===== config.mk =====
export PLATFORM = sky130hd
export DESIGN_NAME = ccs_sequencer
export DESIGN_NICKNAME = d
export VERILOG_FILES = /design/src/core/ccs_pkg.sv /design/src/core/ccs_sequencer.sv
export SDC_FILE = /design/constraint.sdc
export NUM_CORES = 1
export LEC_CHECK = 0
export BUFFER_PORTS_ARGS = -buffer_cell sky130_fd_sc_hd__buf_2
export CAP_MARGIN = 20
export CORE_ASPECT_RATIO = 0.75
export CORE_UTILIZATION = 50
export CTS_BUF_LIST = sky130_fd_sc_hd__clkbuf_4
export CTS_CLUSTER_SIZE = 10
export DETAILED_ROUTE_END_ITERATION = 12
export PLACE_DENSITY = 0.73
export SLEW_MARGIN = 20
export SYNTH_ARGS = -nofsm -noshare
export SYNTH_HDL_FRONTEND = slang
export SYNTH_SLANG_ARGS = --single-unit

===== constraint.sdc =====
create_clock -name clk -period 11.8 [get_ports clk]
set_input_delay 1.77 -clock clk [delete_from_list [all_inputs] [get_ports clk]]
set_output_delay 1.77 -clock clk [all_outputs]
set_load 0.005 [all_outputs]

===== src/core/ccs_pkg.sv =====
// charge cycle sequencer package: encodings and timing constants
// assumes a 40 MHz clock; used by the sequencer, not by its bench
package ccs_pkg;

  // ****************************************************************
  // clock and deglitch timing
  // ****************************************************************
  localparam int unsigned CLK_HZ          = 40000000;
  localparam int unsigned DPM_DEGLITCH_US = 1000;   // input regulation
  localparam int unsigned THERMAL_REGULATION_DEGLITCH_US = 10000; // thermal regulation
  localparam int unsigned OK_PULSE_US     = 256;    // least low time
  localparam int unsigned DPM_DEGLITCH_CYC  = DPM_DEGLITCH_US * 40;
  localparam int unsigned THERMAL_REGULATION_DEGLITCH_CYC = THERMAL_REGULATION_DEGLITCH_US * 40;
  localparam int unsigned OK_PULSE_CYC      = OK_PULSE_US * 40;

  // ****************************************************************
  // safety timer defaults, in ticks (tick period is a parameter)
  // ****************************************************************
  localparam int unsigned TICK_CYC_DEF    = 40000000; // one second
  localparam int unsigned PRE_LIMIT_DEF   = 7200;     // two hours
  localparam int unsigned FAST_LIMIT0_DEF = 18000;
  localparam int unsigned FAST_LIMIT1_DEF = 28800;
  localparam int unsigned FAST_LIMIT2_DEF = 43200;
  localparam int unsigned FAST_LIMIT3_DEF = 72000;

  // ****************************************************************
  // widths and reset values
  // ****************************************************************
  localparam int unsigned CUR_W  = 16;
  localparam int unsigned TMR_W  = 24;
  localparam logic [2:0]  PHASE_RST = 3'h0;

  // ****************************************************************
  // phase status encoding
  // ****************************************************************
  localparam logic [2:0] ST_IDLE    = 3'h0;
  localparam logic [2:0] ST_TRICKLE = 3'h1;
  localparam logic [2:0] ST_PRE     = 3'h2;
  localparam logic [2:0] ST_CC      = 3'h3;
  localparam logic [2:0] ST_CV      = 3'h4;
  localparam logic [2:0] ST_DONE    = 3'h7;

  typedef enum logic [1:0] {
    CCS_IDLE,
    CCS_CHARGE,
    CCS_TERM,
    CCS_EXPIRED
  } ccs_state_type;

endpackage : ccs_pkg


===== src/core/ccs_sequencer.sv =====
// charge cycle sequencer: start, phase, clamp, termination, safety timers
// assumes synchronous inputs, one 40 MHz clock, analog loops outside
//
// How it works
// - start only when auto enabled, converter started, current nonzero, no inhibit, no faults
// - terminate in cv, above threshold, low current
// - save current on termination, restore on recharge
// - recharge when battery falls below selected threshold
// - inhibit fall or current zero-to-nonzero restarts
// - three bit phase status encoding
// - trickle clamps to short-battery current if enabled
// - precharge clamps to precharge setting if enabled
// - regulation loops suppress termination
// - 1 ms and 10 ms regulation deglitch
// - termination sets done and pulses ok low
// - expiry zeroes current, flags, status idle, pulses
// - expired flag holds until timer reset
// - timer disable removes the timer entirely
// - half rate during regulation when enabled
// - half-rate change keeps accumulated count
// - charging faults pause the timer
// - restart, precharge/fast move, duration change clear timer
// - timer disable resets, re-enable counts from zero
// - two hour precharge timer below min voltage
`timescale 1ns/1ps
`default_nettype none

module ccs_sequencer #(
  parameter int unsigned TICK_CYC   = ccs_pkg::TICK_CYC_DEF,
  parameter int unsigned PRE_LIMIT  = ccs_pkg::PRE_LIMIT_DEF,
  parameter int unsigned FAST_LIM0  = ccs_pkg::FAST_LIMIT0_DEF,
  parameter int unsigned FAST_LIM1  = ccs_pkg::FAST_LIMIT1_DEF,
  parameter int unsigned FAST_LIM2  = ccs_pkg::FAST_LIMIT2_DEF,
  parameter int unsigned FAST_LIM3  = ccs_pkg::FAST_LIMIT3_DEF,
  parameter int unsigned DPM_DEG    = ccs_pkg::DPM_DEGLITCH_CYC,
  parameter int unsigned THERMAL_REGULATION_DEG   = ccs_pkg::THERMAL_REGULATION_DEGLITCH_CYC
) (
  // clock and reset
  input  wire logic        clk,
  input  wire logic        resetn,
  // host control
  input  wire logic        auto_charge_enable,
  input  wire logic        charge_inhibit,
  input  wire logic        host_current_wr,
  input  wire logic [15:0] host_current_data,
  input  wire logic [3:0]  recharge_threshold_sel,
  input  wire logic        low_voltage_clamp_enable,
  input  wire logic [15:0] precharge_current_setting,
  input  wire logic [15:0] short_battery_current_clamp,
  input  wire logic [15:0] termination_current_setting,
  input  wire logic        charge_ok_pulse_enable,
  input  wire logic [1:0]  safety_timer_duration,
  input  wire logic        safety_timer_enable,
  input  wire logic        timer_half_rate_enable,
  // analog status
  input  wire logic        converter_started,
  input  wire logic        charge_fault,
  input  wire logic        below_short_battery,
  input  wire logic        below_min_system,
  input  wire logic        above_recharge_thr,
  input  wire logic        cv_loop_active,
  input  wire logic        current_below_term,
  input  wire logic        input_current_regulation,
  input  wire logic        input_voltage_regulation,
  input  wire logic        thermal_regulation,
  // results
  output logic [15:0]      charge_current_setting,
  output logic [15:0]      charge_current_limit,
  output logic [2:0]       charge_phase_status,
  output logic             safety_timer_expired_flag,
  output logic             charge_ok_output,
  output logic             charging_active
);

  // ****************************************************************
  // state
  // ****************************************************************
  typedef struct packed {
    ccs_pkg::ccs_state_type st;
    logic [15:0] cur;
    logic [15:0] saved;
    logic [15:0] lim;
    logic [2:0]  phase;
    logic        expired;
    logic [23:0] tmr;
    logic [31:0] tick;
    logic        half;
    logic [23:0] dpm_cnt;
    logic [23:0] thermal_regulation_cnt;
    logic        dpm_ok;
    logic        thermal_regulation_ok;
    logic [15:0] okcnt;
    logic        inh_prev;
    logic        pre_prev;
    logic [1:0]  dur_prev;
    logic        en_prev;
  } ccs_regs_type;

  ccs_regs_type r_q, r_d;

  logic        dpm_raw;
  logic        reg_act;
  logic        cur_nz;
  logic        start_ok;
  logic [23:0] lim_sel;
  logic        restart;

  assign dpm_raw = input_current_regulation | input_voltage_regulation;
  assign cur_nz  = r_q.cur != 16'h0;
  assign reg_act = r_q.dpm_ok | r_q.thermal_regulation_ok;

  // start conditions
  assign start_ok = converter_started & auto_charge_enable & cur_nz &
                    ~charge_inhibit & ~charge_fault & ~r_q.expired;

  // active timer limit: precharge fixed, fast from duration field
  always_comb begin
    if (below_min_system)
      lim_sel = 24'(PRE_LIMIT);
    else begin
      case (safety_timer_duration)
        2'h0:    lim_sel = 24'(FAST_LIM0);
        2'h1:    lim_sel = 24'(FAST_LIM1);
        2'h2:    lim_sel = 24'(FAST_LIM2);
        default: lim_sel = 24'(FAST_LIM3);
      endcase
    end
  end

  // ****************************************************************
  // next state
  // ****************************************************************
  always_comb begin
    r_d = r_q;
    restart = 1'b0;
    r_d.inh_prev = charge_inhibit;
    r_d.pre_prev = below_min_system;
    r_d.dur_prev = safety_timer_duration;
    r_d.en_prev  = safety_timer_enable;

    // deglitch counters; only a settled level counts as regulation
    if (!dpm_raw) r_d.dpm_cnt = 24'h0;
    else if (r_q.dpm_cnt != 24'(DPM_DEG)) r_d.dpm_cnt = r_q.dpm_cnt + 24'h1;
    r_d.dpm_ok = dpm_raw && r_q.dpm_cnt == 24'(DPM_DEG);
    if (!thermal_regulation) r_d.thermal_regulation_cnt = 24'h0;
    else if (r_q.thermal_regulation_cnt != 24'(THERMAL_REGULATION_DEG))
      r_d.thermal_regulation_cnt = r_q.thermal_regulation_cnt + 24'h1;
    r_d.thermal_regulation_ok = thermal_regulation && r_q.thermal_regulation_cnt == 24'(THERMAL_REGULATION_DEG);

    // host writes of the charge current; zero-to-nonzero restarts
    if (host_current_wr) begin
      r_d.cur = host_current_data;
      if (!cur_nz && host_current_data != 16'h0) restart = 1'b1;
    end
    if (r_q.inh_prev && !charge_inhibit) restart = 1'b1;

    if (r_q.okcnt != 16'h0) r_d.okcnt = r_q.okcnt - 16'h1;

    case (r_q.st)
      ccs_pkg::CCS_IDLE: begin
        r_d.phase = ccs_pkg::ST_IDLE;
        if (start_ok) r_d.st = ccs_pkg::CCS_CHARGE;
      end
      ccs_pkg::CCS_CHARGE: begin
        if (!start_ok && !(host_current_wr && restart)) begin
          r_d.st = ccs_pkg::CCS_IDLE;
          r_d.phase = ccs_pkg::ST_IDLE;
        end else if (above_recharge_thr && cv_loop_active &&
                     current_below_term && !reg_act) begin
          r_d.st = ccs_pkg::CCS_TERM;
          r_d.saved = r_q.cur;
          r_d.cur = 16'h0;
          r_d.phase = ccs_pkg::ST_DONE;
          if (charge_ok_pulse_enable)
            r_d.okcnt = 16'(ccs_pkg::OK_PULSE_CYC);
        end else if (below_short_battery)
          r_d.phase = ccs_pkg::ST_TRICKLE;
        else if (below_min_system)
          r_d.phase = ccs_pkg::ST_PRE;
        else if (cv_loop_active)
          r_d.phase = ccs_pkg::ST_CV;
        else
          r_d.phase = ccs_pkg::ST_CC;
      end
      ccs_pkg::CCS_TERM: begin
        // recharge when the battery sags below the selected threshold
        if (!above_recharge_thr) begin
          r_d.cur = r_q.saved;
          restart = 1'b1;
          r_d.st = ccs_pkg::CCS_IDLE;
          r_d.phase = ccs_pkg::ST_IDLE;
        end else if (restart) begin
          // an inhibit toggle brings back the logged current, else the
          // new cycle could never meet the nonzero-current start term
          if (!host_current_wr) r_d.cur = r_q.saved;
          r_d.st = ccs_pkg::CCS_IDLE;
          r_d.phase = ccs_pkg::ST_IDLE;
        end
      end
      ccs_pkg::CCS_EXPIRED: begin
        r_d.phase = ccs_pkg::ST_IDLE;
      end
      default: r_d.st = ccs_pkg::CCS_IDLE;
    endcase

    // safety timer: reset events first, then counting
    if (!safety_timer_enable || restart ||
        r_q.pre_prev != below_min_system ||
        r_q.dur_prev != safety_timer_duration) begin
      r_d.tmr = 24'h0;
      r_d.tick = 32'h0;
      r_d.half = 1'b0;
      r_d.expired = 1'b0;
      if (r_q.st == ccs_pkg::CCS_EXPIRED) r_d.st = ccs_pkg::CCS_IDLE;
    end else if (r_q.st == ccs_pkg::CCS_CHARGE && !charge_fault) begin
      if (r_q.tick == 32'(TICK_CYC - 1)) begin
        r_d.tick = 32'h0;
        // half rate skips every other tick, count itself untouched
        if (timer_half_rate_enable && reg_act) begin
          r_d.half = ~r_q.half;
          if (r_q.half) r_d.tmr = r_q.tmr + 24'h1;
        end else
          r_d.tmr = r_q.tmr + 24'h1;
      end else
        r_d.tick = r_q.tick + 32'h1;
      if (r_q.tmr >= lim_sel) begin
        r_d.st = ccs_pkg::CCS_EXPIRED;
        r_d.cur = 16'h0;
        r_d.expired = 1'b1;
        r_d.phase = ccs_pkg::ST_IDLE;
        if (charge_ok_pulse_enable)
          r_d.okcnt = 16'(ccs_pkg::OK_PULSE_CYC);
      end
    end

    // per-phase current clamps
    r_d.lim = (r_d.st == ccs_pkg::CCS_CHARGE) ? r_d.cur : 16'h0;
    if (low_voltage_clamp_enable && r_d.phase == ccs_pkg::ST_TRICKLE &&
        short_battery_current_clamp < r_d.lim)
      r_d.lim = short_battery_current_clamp;
    if (low_voltage_clamp_enable && r_d.phase == ccs_pkg::ST_PRE &&
        precharge_current_setting < r_d.lim)
      r_d.lim = precharge_current_setting;
  end

  // ****************************************************************
  // registers
  // ****************************************************************
  always_ff @(posedge clk or negedge resetn) begin
    if (!resetn) begin
      r_q <= '0;
      r_q.st <= ccs_pkg::CCS_IDLE;
      r_q.phase <= ccs_pkg::PHASE_RST;
    end else begin
      r_q <= r_d;
    end
  end

  assign charge_current_setting    = r_q.cur;
  assign charge_current_limit      = r_q.lim;
  assign charge_phase_status       = r_q.phase;
  assign safety_timer_expired_flag = r_q.expired;
  assign charge_ok_output          = r_q.okcnt == 16'h0;
  assign charging_active           = r_q.st == ccs_pkg::CCS_CHARGE;

  // ****************************************************************
  // checks
  // ****************************************************************
  property p_term_zero;
    @(posedge clk) disable iff (!resetn)
    (r_q.st == ccs_pkg::CCS_CHARGE && r_d.st == ccs_pkg::CCS_TERM)
      |=> (charge_current_setting == 16'h0 && charge_phase_status == 3'h7);
  endproperty
  a_term_zero: assert property (p_term_zero)
    else $error("termination did not zero current");

  property p_no_term_reg;
    @(posedge clk) disable iff (!resetn)
    (charging_active && reg_act) |=> (r_q.st != ccs_pkg::CCS_TERM);
  endproperty
  a_no_term_reg: assert property (p_no_term_reg)
    else $error("terminated during regulation");

  property p_expire;
    @(posedge clk) disable iff (!resetn)
    $rose(safety_timer_expired_flag) |-> (charge_phase_status == 3'h0 &&
      charge_current_setting == 16'h0);
  endproperty
  a_expire: assert property (p_expire)
    else $error("expiry state wrong");

  property p_hold_flag;
    @(posedge clk) disable iff (!resetn)
    (safety_timer_expired_flag && safety_timer_enable &&
     $stable(safety_timer_duration) && $stable(below_min_system) &&
     !host_current_wr && !$fell(charge_inhibit))
      |=> safety_timer_expired_flag;
  endproperty
  a_hold_flag: assert property (p_hold_flag)
    else $error("expired flag dropped");

  property p_disable;
    @(posedge clk) disable iff (!resetn)
    !safety_timer_enable |=> (r_q.tmr == 24'h0 && !safety_timer_expired_flag);
  endproperty
  a_disable: assert property (p_disable)
    else $error("timer not cleared when disabled");

  property p_fault_pause;
    @(posedge clk) disable iff (!resetn)
    (charge_fault && safety_timer_enable && !restart &&
     $stable(below_min_system) && $stable(safety_timer_duration))
      |=> (r_q.tmr == $past(r_q.tmr));
  endproperty
  a_fault_pause: assert property (p_fault_pause)
    else $error("timer advanced under fault");

  property p_status_code;
    @(posedge clk) disable iff (!resetn)
    charge_phase_status != 3'h5 && charge_phase_status != 3'h6;
  endproperty
  a_status_code: assert property (p_status_code)
    else $error("reserved phase code");

  property p_trickle_clamp;
    @(posedge clk) disable iff (!resetn)
    ($past(low_voltage_clamp_enable) && charge_phase_status == 3'h1)
      |-> charge_current_limit <= $past(short_battery_current_clamp);
  endproperty
  a_trickle_clamp: assert property (p_trickle_clamp)
    else $error("trickle clamp exceeded");

  property p_ok_pulse;
    @(posedge clk) disable iff (!resetn)
    $fell(charge_ok_output) |-> !charge_ok_output [*8];
  endproperty
  a_ok_pulse: assert property (p_ok_pulse)
    else $error("charge ok pulse too short");

endmodule : ccs_sequencer

`default_nettype wire


==> reports/metrics.cfg <==
[worst_setup_path]
rrSetupSlack_ns = 3.03
crit_top_cell = ha_1
worstReg2RegStart = r_q[181]
crit_slowest_cell = nor4b_4
worstSetupStartpoint = safety_timer_duration[0]
critPathCaptureType = register
crit_path_max_incr_delay_ns = 0.86
worst_r2r_endpoint = charge_current_limit[8]
cp_max_fo = 17
start_kind = input port
cp-endpoint = charge_current_limit[8]
r2r_cells = 27
critPathArrivalTime_ns = 10.01
crit_required_ns = 12.30
path_class = in2reg

[cells_and_area]
layout-drive-gt1-share_pct = 15.2
instances_no_fill = 1570
syn_to_final_growth_pct = 7.42
final_cell_mix = dfrtp_1 (181), nor2_1 (116), buf_2 (105)
layout.nets = 1420
mostFrequentLayoutCell = dfrtp_1

[clocking]
cts_tree = done
root_buffer = clkbuf_4
clk_latency_ns = 0.59
cts_max_level = 4
clock_sinks = 181
clockBufferDepth = 2
hold_buffers = 0
cts_setup_buffers = 0
numCtsBuffers = 17
cts.clk_slew.worst_paths_ns = 0.14
post_cts_resized = 0

[power_and_ir_drop]
p_sw_share_pct = 36.4
ir_worst_vdd_v = 0.0000696
intPower_uw = 1020
clkPwrFrac_pct = 22.0
leakagePower_uw = 0.00529
p_per_area_nw_per_um2 = 134
p_sw_uw = 583
comb_power_share_pct = 29.3
power_frac_seq_pct = 48.7

[floorplan]
chipHeight_um = 131
core_area_um2 = 21500
die_width_um = 174
start_util_pct = 51.9
rows = 46
die-area_um2 = 22900
num_io_pins = 127

[detailed_routing]
first_iter_violations = 925
vias_per_cell = 5.81
wl_um = 26000
drcViolationCount = 0
drtPass1Iterations = 5
wl_per_cell_um = 16.6
num_vias = 9120
detail-route-antenna-nets = 0

[yosys]
synth_nets = 1358
ys_ff_latch = 181
synthMuxAreaShare_pct = 5.88
synth.area.top_cells = dfrtp_1 (41%), ha_1 (7.2%), nor2_1 (3.9%)
synth.distinct_cells = 70
synth_top_family_by_area = simple AND/OR/NAND/NOR gates
synth_compound_area_share_pct = 13.0
synth_top_area_share_pct = 40.7
synth_fa_ha_area_share_pct = 7.19
synthArstFlopShare_pct = 100
yosysSeqAreaShare_pct = 40.7
synth_top_area_cell = dfrtp_1
synth_edf_count = 0
synth_ff_type = dfrtp_1
syn_inst = 1205
synth_simple_gate_area_share_pct = 22.3
syn_area_um2 = 11100
synth-xor-area-share_pct = 5.35
syn_area_per_cell_um2 = 9.24
yosysWarningCount = 0

[sta]
fin_crit_sh_pct = 80.5
fin_crit_ns = 9.50
hold_viol = 0
max_freq_mhz = 105
setup-violations-final = 0
fin_skew_ns = 0.0247
slew_viol_final = 0
tns_ns = 0
rsz0062_at_grt = no
tightest_slew_ns = 0.987
slew_headroom_pct = 33.9

[placement]
dpl.cell_count = 1536
globalplace.congestion = 0.925
dp_hpwl_um = 18800
io_buffers = 106

[grt]
grt-ovfl-total = 0
track_usage_pct = 23.6
grt_pass1_vias = 8682
antenna_found_initial = 2
grt_first_pass_wirelength_um = 43800
grt_max_degree = 116

[run]
max_cap_viol_count = 0

[outcome]
run_status = complete, no violations

[worst_hold_path]
min_path_type = reg2reg

-- worst max-delay path: cells and delay by family --
family | cells | cell delay [ns]
fa+ha+maj | 4 | 1.16
simple gates | 8 | 2.55
buf+inv | 4 | 0.63
mux | 1 | 0.20
compound gates | 14 | 3.68
-- synthesized netlist by cell type (8+ instances only) --
| cell | count |
|---|---|
| nand3_1 | 55 |
| mux2_2 | 23 |
| nand2_1 | 102 |
| and3_1 | 12 |
| o41ai_1 | 8 |
| o21ai_0 | 71 |
| nor2_1 | 117 |
| xnor2_1 | 30 |
| nor3_1 | 21 |
| o22ai_1 | 12 |
| nor4_1 | 28 |
| and2_1 | 30 |
| clkbuf_1 | 27 |
| a21oi_1 | 43 |
| o31ai_1 | 18 |
| inv_1 | 51 |
| or3_1 | 15 |
| dfrtp_1 | 181 |
| a22oi_1 | 9 |
| ha_1 | 64 |
| a32oi_1 | 9 |
| a31oi_1 | 11 |
| xor2_1 | 38 |
| and4_1 | 9 |
| nand2b_1 | 8 |
| buf_4 | 36 |
| nor2b_1 | 16 |
| mux2i_1 | 38 |
| nand4_1 | 31 |
-- registers in the layout, summed over array words and instances, names as in the netlist --
| register | count |
|---|---|
| charge_current_setting | 16 |
| charge_current_limit | 16 |
| charge_phase_status | 3 |
| safety_timer_expired_flag | 1 |
| r_q | 145 |
-- how the worst min path moves through the flow --
stage	endpoint	startpoint	cells after the start
6_report	r_q[149]	r_q[149]	1
5_1_grt	r_q[149]	r_q[149]	1
4_1_cts	r_q[159]	r_q[159]	1
3_3_place_gp	r_q[162]	r_q[162]	1
3_5_place_dp	r_q[159]	r_q[159]	1
2_1_floorplan	r_q[153]	r_q[153]	1
-- power by group through the flow --
| stage | Clock [uW] | Sequential [uW] | Combinational, uW |
|---|---|---|---|
| finish | 353 | 780 | 469 |
| global route | 388 | 790 | 528 |
| CTS | 364 | 778 | 466 |
| detailed placement | 0 | 789 | 463 |
| global placement | 0 | 787 | 451 |
| floorplan | 0 | 763 | 368 |
-- layout make-up --
cell class	count	area (um2)
antenna	2	5.00
fill	1929	9510
sequential	181	4530
timing repair buffer	114	599
tap	288	360
multi-input combinational	901	5990
clock buffer	19	143
inverter	52	195
clock inverter	13	139
-- layer usage --
layer  wire length [um]  GRT usage [%]  vias to the layer above  part of all wire [%]
li1                   -              -                     4432                     -
met1              12900           34.9                     4382                    49
met2              11200           34.5                      272                    43
met3               1530           5.12                       34                   5.9
met4                461           6.68                        0                   1.8
met5                  0              0                        -                     0
-- stage by stage --
stage	area [um2]	utilization (%)	hold slack (ns)	total power, uW	setup WS, ns
floorplan	11100	-	0.480	1130	3.31
global placement	11700	54.3	0.486	1240	1.87
detailed placement	11700	54.3	0.495	1250	1.73
CTS	11900	55.6	0.531	1610	2.36
global route	12000	55.7	0.547	1710	1.63
finish	12000	55.7	0.528	1600	2.30
-- cells by family (layout without fill, tap and decap cells) --
logic type                 count (synthesis)  count (layout)
xor gates and xnor gates                  68              68
muxes                                     62              62
DFF                                      181             181
AOI/OAI and AO/OA                        226             226
other                                      0               2
adders and majority gates                 64              64
buffers and inverters                    123             198
and+or+nand+nor                          481             481
No activity file was read; power rests on OpenSTA's default activity.
